`config.mk`:
```
export PLATFORM = sky130hd
export DESIGN_NAME = tag_config_protect_regs
export DESIGN_NICKNAME = d
export VERILOG_FILES = /design/src/design/tag_cfg_pkg.sv /design/src/design/tag_config_protect_regs.sv
export SDC_FILE = /design/constraint.sdc
export NUM_CORES = 1
export LEC_CHECK = 0
export BUFFER_PORTS_ARGS = -buffer_cell sky130_fd_sc_hd__buf_2
export CORE_MARGIN = 5
export CORE_UTILIZATION = 47
export CTS_BUF_LIST = sky130_fd_sc_hd__clkbuf_8
export DETAILED_ROUTE_END_ITERATION = 10
export PLACE_DENSITY = 0.78
export SLEW_MARGIN = 30
export SYNTH_ARGS = -nofsm -noshare
export SYNTH_HDL_FRONTEND = slang
export SYNTH_SLANG_ARGS = --single-unit
```
`constraint.sdc`:
```
create_clock -name clk_i -period 1.5 [get_ports clk_i]
set_input_delay 0.075 -clock clk_i [delete_from_list [all_inputs] [get_ports clk_i]]
set_output_delay 0.075 -clock clk_i [all_outputs]
set_load 0.02 [all_outputs]
```
`src/design/tag_cfg_pkg.sv`:
```
/*
  Constants for the tag configuration and protection register bank:
  byte addresses, field positions, reset values and contactless command codes.
  Assumes it is compiled before the bank module that imports it.
*/
package tag_cfg_pkg;
  localparam int ADDR_W = 12;
  localparam logic [11:0] WP_LO_ADDR = 12'h800;
  localparam logic [11:0] WP_HI_ADDR = 12'h801;
  localparam logic [11:0] CFG_ADDR = 12'h910;
  localparam logic [11:0] CTRL_ADDR = 12'h920;

  localparam int SECTORS = 16;
  localparam logic [15:0] WP_RESET = 16'h0000;
  // delivery state of the configuration byte
  localparam logic [7:0] CFG_RESET = 8'hF4;

  localparam int CFG_PIN_BIT = 3;
  localparam int CFG_HDO_BIT = 2;
  localparam int CFG_SINK_HI = 1;
  localparam int CFG_SINK_LO = 0;
  localparam logic [7:0] CFG_HARVEST_MASK = 8'h07;
  localparam logic [7:0] CFG_PIN_MASK = 8'h08;

  localparam int CTRL_DONE_BIT = 7;
  localparam int CTRL_FIELD_BIT = 1;
  localparam int CTRL_HEN_BIT = 0;

  typedef enum logic [2:0] {
    CMD_READ_CONFIG = 3'h0,
    CMD_WRITE_HARVEST_CFG = 3'h1,
    CMD_WRITE_PIN_CFG = 3'h2,
    CMD_READ_CONTROL = 3'h3,
    CMD_SET_HARVEST_ENABLE = 3'h4
  } rf_cmd_e;

  typedef enum logic [3:0] {
    PIN_IDLE = 4'h1,
    PIN_RX = 4'h2,
    PIN_EXEC = 4'h4,
    PIN_WIP = 4'h8
  } pin_state_e;
endpackage

```
`src/design/tag_config_protect_regs.sv`:
```
/*
  Serial-bus configuration and protection registers of a dual-interface tag:
  sector write-protect map, configuration byte, volatile control register and
  the open-drain activity pin driven from contactless progress events.
  Assumes a serial protocol engine on clk_i that hands over decoded byte
  accesses, and a contactless front end on clk_i that reports frame events.
  The field-present and harvest-power levels are analog, so they are synchronised.
*/
// Contract
// - sixteen write-protect bits, one per sector; 1 blocks serial writes
// - protect map at byte 2048, low byte sectors 7-0, high byte 15-8
// - protect map always readable; writes need the serial password presented
// - activity pin is open drain: pulls low or floats
// - configuration bit 3 picks busy (0) or write-in-progress (1)
// - busy mode: low from start of frame until command execution ends
// - busy mode, faulty command: low only until checksum received
// - held-low pin released at once when field disappears
// - serial bus activity never pulls the activity pin low
// - write mode: low from valid write end until reply begins
// - configuration bit 2 default-off, bits 1-0 sink level
// - control register volatile; bits 7-1 read-only, bit 0 harvest enable
// - harvest output floats unless enabled and power conditions met
// - write done flag cleared at power-on and cycle start, set on success
// - at power-up harvest enable loads inverse of default-off bit
// - control bit 1 shows field present; reads 1 over contactless
// - configuration byte serially readable and writable without password
// - contactless commands read all, write harvest bits, write pin bit
// - configuration writes take effect immediately
// - control register serially accessible; contactless read and set commands
module tag_config_protect_regs
  import tag_cfg_pkg::*;
(
  // clock and reset
  input wire logic clk_i,
  input wire logic reset_i,
  // decoded serial-bus byte access
  input wire logic ser_rd_i,
  input wire logic ser_wr_i,
  input wire logic ser_sel_i,
  input wire logic [ADDR_W-1:0] ser_addr_i,
  input wire logic [7:0] ser_wdata_i,
  input wire logic ser_pwd_ok_i,
  output logic [7:0] ser_rdata_o,
  output logic ser_ack_o,
  output logic ser_nack_o,
  // serial write cycle progress
  input wire logic wr_cycle_start_i,
  input wire logic wr_cycle_ok_i,
  // contactless register commands
  input wire logic rf_cmd_valid_i,
  input wire rf_cmd_e rf_cmd_i,
  input wire logic [7:0] rf_wdata_i,
  output logic [7:0] rf_rdata_o,
  output logic rf_done_o,
  // contactless frame events
  input wire logic rf_sof_i,
  input wire logic rf_crc_done_i,
  input wire logic rf_crc_bad_i,
  input wire logic rf_exec_done_i,
  input wire logic rf_write_end_i,
  input wire logic rf_reply_start_i,
  // analog level indicators, asynchronous
  input wire logic rf_field_i,
  input wire logic harvest_power_ok_i,
  // activity pin, open drain
  output logic rf_activity_o,
  output logic rf_activity_oe_o,
  // harvest output and settings
  output logic harvest_out_en_o,
  output logic [1:0] harvest_sink_level_o,
  output logic [SECTORS-1:0] sector_wp_o
);

  logic [1:0] lvl_meta_ff;
  logic [1:0] lvl_sync_ff;
  logic [15:0] wp_ff;
  logic [7:0] cfg_ff;
  logic hen_ff;
  logic done_ff;
  logic init_ff;
  pin_state_e pin_ff;
  pin_state_e nxt_pin;
  logic [7:0] ser_rdata_ff;
  logic ser_ack_ff;
  logic ser_nack_ff;
  logic [7:0] rf_rdata_ff;
  logic rf_done_ff;

  wire field_on = lvl_sync_ff[0];
  wire power_ok = lvl_sync_ff[1];
  wire wip_mode = cfg_ff[CFG_PIN_BIT];

  // address decode, only with the chip enable select bit set
  wire hit_wp_lo = ser_sel_i && (ser_addr_i == WP_LO_ADDR);
  wire hit_wp_hi = ser_sel_i && (ser_addr_i == WP_HI_ADDR);
  wire hit_cfg = ser_sel_i && (ser_addr_i == CFG_ADDR);
  wire hit_ctrl = ser_sel_i && (ser_addr_i == CTRL_ADDR);
  wire hit_any = hit_wp_lo || hit_wp_hi || hit_cfg || hit_ctrl;
  wire wp_ok = ser_pwd_ok_i;
  wire wr_wp_lo = ser_wr_i && hit_wp_lo && wp_ok;
  wire wr_wp_hi = ser_wr_i && hit_wp_hi && wp_ok;
  wire wr_cfg = ser_wr_i && hit_cfg;
  wire wr_ctrl = ser_wr_i && hit_ctrl;
  wire ser_refused = ser_wr_i && (hit_wp_lo || hit_wp_hi) && !wp_ok;
  wire ser_access = ser_rd_i || ser_wr_i;
  wire ser_good = ser_access && hit_any && !ser_refused;

  wire [7:0] ctrl_view = {done_ff, 5'h00, field_on, hen_ff};
  // contactless view: completion bit not meaningful, field always present
  wire [7:0] ctrl_rf_view = {1'b0, 5'h00, 1'b1, hen_ff};
  wire [7:0] ser_rd_mux = hit_wp_lo ? wp_ff[7:0] :
                          hit_wp_hi ? wp_ff[15:8] :
                          hit_cfg ? cfg_ff :
                          hit_ctrl ? ctrl_view : 8'h00;

  wire rf_wr_hcfg = rf_cmd_valid_i && (rf_cmd_i == CMD_WRITE_HARVEST_CFG);
  wire rf_wr_pcfg = rf_cmd_valid_i && (rf_cmd_i == CMD_WRITE_PIN_CFG);
  wire rf_set_hen = rf_cmd_valid_i && (rf_cmd_i == CMD_SET_HARVEST_ENABLE);
  wire [7:0] rf_rd_mux = (rf_cmd_i == CMD_READ_CONFIG) ? cfg_ff :
                         (rf_cmd_i == CMD_READ_CONTROL) ? ctrl_rf_view : 8'h00;

  // serial write wins when both sides hit the configuration byte together
  wire [7:0] rf_cfg_mask = (rf_wr_hcfg ? CFG_HARVEST_MASK : 8'h00) |
                           (rf_wr_pcfg ? CFG_PIN_MASK : 8'h00);
  wire [7:0] nxt_cfg = wr_cfg ? ser_wdata_i :
                       (cfg_ff & ~rf_cfg_mask) | (rf_wdata_i & rf_cfg_mask);

  // level synchronisers for the two analog indicators
  always_ff @(posedge clk_i or posedge reset_i)
  begin
    if (reset_i)
    begin
      lvl_meta_ff <= 2'h0;
      lvl_sync_ff <= 2'h0;
    end
    else
    begin
      lvl_meta_ff <= {harvest_power_ok_i, rf_field_i};
      lvl_sync_ff <= lvl_meta_ff;
    end
  end

  // sector write-protect map
  always_ff @(posedge clk_i or posedge reset_i)
  begin
    if (reset_i)
      wp_ff <= WP_RESET;
    else
    begin
      if (wr_wp_lo)
        wp_ff[7:0] <= ser_wdata_i;
      if (wr_wp_hi)
        wp_ff[15:8] <= ser_wdata_i;
    end
  end

  // reset stands in for the stored non-volatile value
  always_ff @(posedge clk_i or posedge reset_i)
  begin
    if (reset_i)
      cfg_ff <= CFG_RESET;
    else
      cfg_ff <= nxt_cfg;
  end

  // harvest enable is loaded from the stored default one edge after release
  always_ff @(posedge clk_i or posedge reset_i)
  begin
    if (reset_i)
    begin
      init_ff <= 1'b0;
      hen_ff <= 1'b0;
    end
    else
    begin
      init_ff <= 1'b1;
      if (!init_ff)
        hen_ff <= ~cfg_ff[CFG_HDO_BIT];
      else if (wr_ctrl)
        hen_ff <= ser_wdata_i[CTRL_HEN_BIT];
      else if (rf_set_hen)
        hen_ff <= rf_wdata_i[CTRL_HEN_BIT];
    end
  end

  // completion flag: a success in the same cycle as a start wins
  always_ff @(posedge clk_i or posedge reset_i)
  begin
    if (reset_i)
      done_ff <= 1'b0;
    else if (wr_cycle_ok_i)
      done_ff <= 1'b1;
    else if (wr_cycle_start_i)
      done_ff <= 1'b0;
  end

  // activity pin sequencing; only contactless events start an indication
  always_comb
  begin
    nxt_pin = pin_ff;
    case (pin_ff)
      PIN_IDLE:
      begin
        if (!wip_mode && rf_sof_i)
          nxt_pin = PIN_RX;
        else if (wip_mode && rf_write_end_i)
          nxt_pin = PIN_WIP;
      end
      PIN_RX:
      begin
        if (rf_crc_done_i && rf_crc_bad_i)
          nxt_pin = PIN_IDLE;
        else if (rf_crc_done_i)
          nxt_pin = PIN_EXEC;
      end
      PIN_EXEC:
      begin
        if (rf_exec_done_i)
          nxt_pin = PIN_IDLE;
      end
      PIN_WIP:
      begin
        if (rf_reply_start_i)
          nxt_pin = PIN_IDLE;
      end
      default:
        nxt_pin = PIN_IDLE;
    endcase
    // a mode change mid-command abandons the old indication
    if (wip_mode != (pin_ff == PIN_WIP) && pin_ff != PIN_IDLE)
      nxt_pin = PIN_IDLE;
    if (!field_on)
      nxt_pin = PIN_IDLE;
  end

  always_ff @(posedge clk_i or posedge reset_i)
  begin
    if (reset_i)
      pin_ff <= PIN_IDLE;
    else
      pin_ff <= nxt_pin;
  end

  // bus answers, one cycle after the access
  always_ff @(posedge clk_i or posedge reset_i)
  begin
    if (reset_i)
    begin
      ser_rdata_ff <= 8'h00;
      ser_ack_ff <= 1'b0;
      ser_nack_ff <= 1'b0;
      rf_rdata_ff <= 8'h00;
      rf_done_ff <= 1'b0;
    end
    else
    begin
      if (ser_rd_i)
        ser_rdata_ff <= ser_rd_mux;
      ser_ack_ff <= ser_good;
      ser_nack_ff <= ser_access && !ser_good;
      if (rf_cmd_valid_i)
        rf_rdata_ff <= rf_rd_mux;
      rf_done_ff <= rf_cmd_valid_i;
    end
  end

  // the pin is only ever driven low; a pull-up outside makes the high level
  assign rf_activity_o = 1'b0;
  // the field check also acts combinationally so the release is immediate
  assign rf_activity_oe_o = (pin_ff != PIN_IDLE) && field_on;
  assign harvest_out_en_o = hen_ff && power_ok && field_on;
  assign harvest_sink_level_o = cfg_ff[CFG_SINK_HI:CFG_SINK_LO];
  assign sector_wp_o = wp_ff;
  assign ser_rdata_o = ser_rdata_ff;
  assign ser_ack_o = ser_ack_ff;
  assign ser_nack_o = ser_nack_ff;
  assign rf_rdata_o = rf_rdata_ff;
  assign rf_done_o = rf_done_ff;
endmodule

```
# ---- After elaboration in Yosys (flattened, before gate mapping)
# Cells that the tools add are included.
dict set report totals {
  regBits 54
  latch_bits 0
  ramBits 0
  romBits 0
  inputBits 48
  output_inout_bits 40
  wordCells 98
  mem_count 0
}
dict set report classes {
  add_sub_neg 0
  multipliers 0
  div_mod_pow 0
  order_cmp 0
  eq_ne 19
  shifts 0
  mux 23
  n_bitwise 6
  n_reduce_logical 36
}
# operator n
set op_table {}
lappend op_table {{== test 12 bit, second input constant} 4}
lappend op_table {{two-way mux 8 bit} 6}
lappend op_table {{two-way mux 4 bit} 9}
lappend op_table {{logical AND 1 bit} 25}
lappend op_table {{case mux 4 bit (4 select lines)} 1}
lappend op_table {{inequality test 5 bit, second input constant} 2}
lappend op_table {{AND 8 x 4 -> 8 bit} 1}
lappend op_table {{AND 8 bit} 1}
lappend op_table {{inverter 4 -> 8 bit} 1}
lappend op_table {{OR 8 bit} 1}
lappend op_table {{== test 3 x 2 -> 1 bit, second input constant} 2}
lappend op_table {{two-way mux 1 bit} 5}
lappend op_table {{== test 4 x 1 -> 1 bit, second input constant} 1}
lappend op_table {{== test 4 x 2 -> 1 bit, second input constant} 1}
lappend op_table {{== test 4 x 3 -> 1 bit, second input constant} 1}
lappend op_table {{== test 4 bit, second input constant} 1}
lappend op_table {{logical NOT 1 bit} 4}
lappend op_table {{logical OR 1 bit} 4}
lappend op_table {{inequality test 4 x 1 -> 1 bit, second input constant} 1}
lappend op_table {{inequality test 4 x 3 -> 1 bit, second input constant} 1}
lappend op_table {{inequality test 4 bit, second input constant} 1}
lappend op_table {{OR 3 x 4 -> 4 bit} 1}
lappend op_table {{AND reduction 4 bit} 1}
lappend op_table {{== test 3 x 1 -> 1 bit, second input constant} 1}
lappend op_table {{other kinds (8)} 8}

# ---- Longest topological paths before layout
dict set report logic_depth {
  word_depth 9
  ltp_mapped 5
}

# ---- Worst setup path before layout
# No wires, ideal clock.
dict set report synth_path {
  kind {input to register}
  start {input port ser_addr_i[3]}
  end {register wp_ff[10] (netlist: sector_wp_o[10])}
  setup_time_ns 0.125
  arrival_time_ns 1.233
  setup_slack_ns 0.142
  cell_stages 4
  path_cell_list {nor4_4 > nand4_4 > nor2_8 > mux2_2}
}
dict set report synth_via {
  elab_chain_cells 4
}
# element line_no
set synth_rtl {}
lappend synth_rtl {{start, declared} tag_config_protect_regs.sv:40} ;# input wire logic [ADDR_W-1:0] ser_addr_i,
lappend synth_rtl {{== test 12 bit} tag_config_protect_regs.sv:95} ;# wire hit_wp_hi = ser_sel_i && (ser_addr_i == WP_HI_ADDR);
lappend synth_rtl {{logical AND 1 bit} tag_config_protect_regs.sv:95}
lappend synth_rtl {{logical AND 1 bit (2 in a row)} tag_config_protect_regs.sv:101} ;# wire wr_wp_hi = ser_wr_i && hit_wp_hi && wp_ok;
lappend synth_rtl {{end signal, assigned} tag_config_protect_regs.sv:153} ;# wp_ff[15:8] <= ser_wdata_i;
lappend synth_rtl {{end, declared} tag_config_protect_regs.sv:76} ;# logic [15:0] wp_ff;
# No other way between the ends.
# A chain may end at the register's enable or synchronous reset.

# ---- Final worst setup path
dict set report layout_path {
  start {register pin_ff[0]}
  end {output port rf_activity_oe_o}
}
dict set report layout_via {
  elab_chain_cells 2
}
# element line_no
set layout_rtl {}
lappend layout_rtl {{start, declared} tag_config_protect_regs.sv:81} ;# pin_state_e pin_ff;
lappend layout_rtl {{start signal, assigned} tag_config_protect_regs.sv:241} ;# pin_ff <= nxt_pin;
lappend layout_rtl {{inequality test 4 x 1 -> 1 bit} tag_config_protect_regs.sv:270} ;# assign rf_activity_oe_o = (pin_ff != PIN_IDLE) && field_on;
lappend layout_rtl {{logical AND 1 bit} tag_config_protect_regs.sv:270}
lappend layout_rtl {{end, declared} tag_config_protect_regs.sv:67} ;# output logic rf_activity_oe_o,
# No other way between the ends.

==> reports/results.txt <==
Post-synthesis sequential area ratio = 52.2%
FILL cells = 457
Mapped Avg Cell Area = 12.5 um^2
Die Ht = 84.4 um
Routed WL per cell = 17.1 um
Max Cap Violations = 0
Full die area = 7130 um^2
Area delta synth->final = 29.1%
DR iter-0 viols = 112
RR Endpoint = pin_ff[0]$_DFFE_PP1P_
Crit path launch type = flop
Synthesized area = 2600 um^2
Hold Path Class = in -> reg
Ys flop type = dfrtp_1
Setup bufs post-CTS = 0
First-pass DRT Iterations = 4
Final hold violation count = 0
Synth top area cells = dfrtp_1, mux2_2, dfstp_2
Worst path arrival time = 1370 ps
Synth top area share = 46.2%
Leakage power = 1.73 nW
Total Nets Final = 357
Synth area leader = dfrtp_1
Crit-path max cell delay = 580 ps
R2r worst-path depth = 4
All-Layer GR Usage = 19.2%
Initial Util = 47.8%
Core area = 5440 um^2
Post-route DRC = 0
Tcrit/Tclk final = 96.2%
# setup viols final = 0
Die W = 84.4 um
Peak Freq = 693 MHz
Initial antenna violation count = 0
CTS tree = built
IO buf count = 82
Unrepaired setup endpoints after global routing = false
Clk Latency, worst-skew pair = 310 ps
Global-route wire length before repair = 10900 um
Routed wire length = 6530 um
Syn Inst Count = 209
Min cycle time layout = 1440 ps
Vias = 2058
Row count = 27
Pwr per Cell Area = 892 nW/um^2
Vias per cell = 5.39
Seq cells post-synth = 54
Fraction of registers with async set/reset = 100%
Final setup skew = 8.22 ps
Setup slack, reg-to-reg = 100 ps
Crit-path leading delay family = flip-flops
DRT antenna net count = 0
Synth cell count leaders = dfrtp_1, mux2_2, inv_1, mux2i_1, nand2_1
RR Startpoint = pin_ff[0]$_DFFE_PP1P_
Max Fanout on Critical Path = 4
Final Non-Filler Cells = 382
Placed Cells = 369
Critical path class = reg -> out
Crit-path cells = nor4b_4, nor2b_1, buf_2
Maximum vdd drop = 0.588 mV
TritonCTS Sinks = 54
Final slew viol count = 0
Cell Area, Placed = 3170 um^2
Status = finished, final reports clean
Critical path buffers and inverters = 1
Syn_nets = 257
Post-synth cell types = 43
Vias in the first global route = 2243
Yosys warns = 0
DP Wirelength = 4960 um
CP Data Required Time = 1420 ps
H-tree depth = 2
Crit end category = output pin
Pin count of the biggest net entering global routing = 39
HP Start = ser_wdata_i[7]
Root buf cell = clkbuf_8
Worst hold stages = 2
Count leader, synth = dfrtp_1
Antenna Cells = 0
Critical Path Slowest Stage Cell = dfstp_2
GRT Residual Overflow = 0
Fraction of layout cells with a size suffix above 1 = 48.4%
Clk pin slew, worst setup/hold paths = 90 ps
Design Area, Final = 3360 um^2
Min-Delay Endpoint = sector_wp_o[15]$_DFFE_PP0P_
Total CTS buffers = 5
Number of enable flip-flop cells after synthesis = 0
Placer congestion estimate = 0.858
Clock buffer depth = 2
Io pins = 88
## state kept, by name (all words and copies together), names as in the netlist, named ones only
register and cells:
ser_rdata_o 8, hen_ff 1, rf_rdata_o 8, ser_ack_o 1, cfg_ff 4, rf_done_o 1, done_ff 1, lvl_sync_ff 2
pin_ff 4, ser_nack_o 1, init_ff 1, lvl_meta_ff 2, sector_wp_o 16
## logic make-up after synthesis
| group | after synthesis | synth area share [%] |
|---|---|---|
| compound gates | 36 | 9.86 |
| other cells | 2 | 0.289 |
| simple gates | 60 | 17.9 |
| buf+inv | 17 | 2.98 |
| mux | 40 | 16.8 |
| flops | 54 | 52.2 |
## stage by stage
step           setup TNS [ps]  util, %  power, mW  hold WS [ps]  worst slack [ps]
6_report                    0     61.8       3.00          20.8              57.7
5_1_grt                     0     61.8       3.12          24.4              2.16
4_1_cts                     0     61.4       3.00          13.1              12.0
3_5_place_dp             -701     58.3       2.04          85.1             -49.9
3_3_place_gp             -294     58.3       2.03          73.8             -20.9
2_1_floorplan               0        -       1.86           106               120
## final cells by class
cell class              count  area (um^2)  area share [%]
clock buffers               5         68.8            2.05
well taps                  72         90.1            2.68
multi-input cells         138         1200            35.6
clock inverters             3         37.5            1.12
inverters                  11         41.3            1.23
flip-flops and latches     54         1360            40.5
repair buffers             99          563            16.8
## report_power, final
| group | internal [mW] | switching [mW] |
|---|---|---|
| logic | 0.216 | 0.232 |
| registers | 1.53 | 0.0732 |
| clock network | 0.486 | 0.465 |
| total | 2.23 | 0.770 |
## repair_timing
action                                  CTS  global route
endpoints found under the setup margin    2             3
hold buffers                              5             0
endpoints found under the hold margin    19             0
gates resized for setup                   2             6
gates cloned                              0             0
pin swaps                                 0             1
## cells in the final DEF, fill, tap and decap left out, types with 3 or more instances in the layout
cell / synthesis / layout
dfrtp_2: 0 / 3
nand2_1: 10 / 10
a221o_1: 5 / 5
inv_1: 11 / 12
mux2_2: 27 / 27
o21ai_0: 8 / 8
nor2_1: 3 / 3
dlygate4sd3_1: 0 / 5
a21oi_1: 5 / 5
dfstp_2: 6 / 6
o22ai_1: 4 / 4
nand3b_1: 4 / 4
mux2i_1: 11 / 11
nor4bb_1: 3 / 3
nor3_1: 7 / 7
nand3_1: 3 / 3
dfrtp_1: 48 / 45
o2bb2ai_1: 3 / 3
a22oi_1: 4 / 4
clkbuf_8: 0 / 5
o22a_1: 3 / 3
nor2b_1: 4 / 4
nor3b_1: 5 / 4
buf_4: 3 / 11
buf_2: 2 / 82
## per-layer routing
layer  vias up  GRT usage, %  wire (um)
met5         -             0          0
met4         0          6.47        100
met3        10          5.30        387
met2        63          32.6       3340
met1      1018          23.6       2700
li1        967             -          -
## worst max path at each step
stage,startpoint,slack (ps),end,depth (start not counted)
6_report,pin_ff[0]$_DFFE_PP1P_,60,rf_activity_oe_o,3
5_1_grt,pin_ff[0]$_DFFE_PP1P_,2,rf_activity_oe_o,3
4_1_cts,pin_ff[0]$_DFFE_PP1P_,10,rf_activity_oe_o,3
3_5_place_dp,ser_addr_i[3],-50,sector_wp_o[3]$_DFFE_PP0P_,5
3_3_place_gp,ser_addr_i[3],-20,sector_wp_o[10]$_DFFE_PP0P_,5
2_1_floorplan,reset_i,120,asynchronous set/reset pin,1
Power figures use the tool's default switching activity.
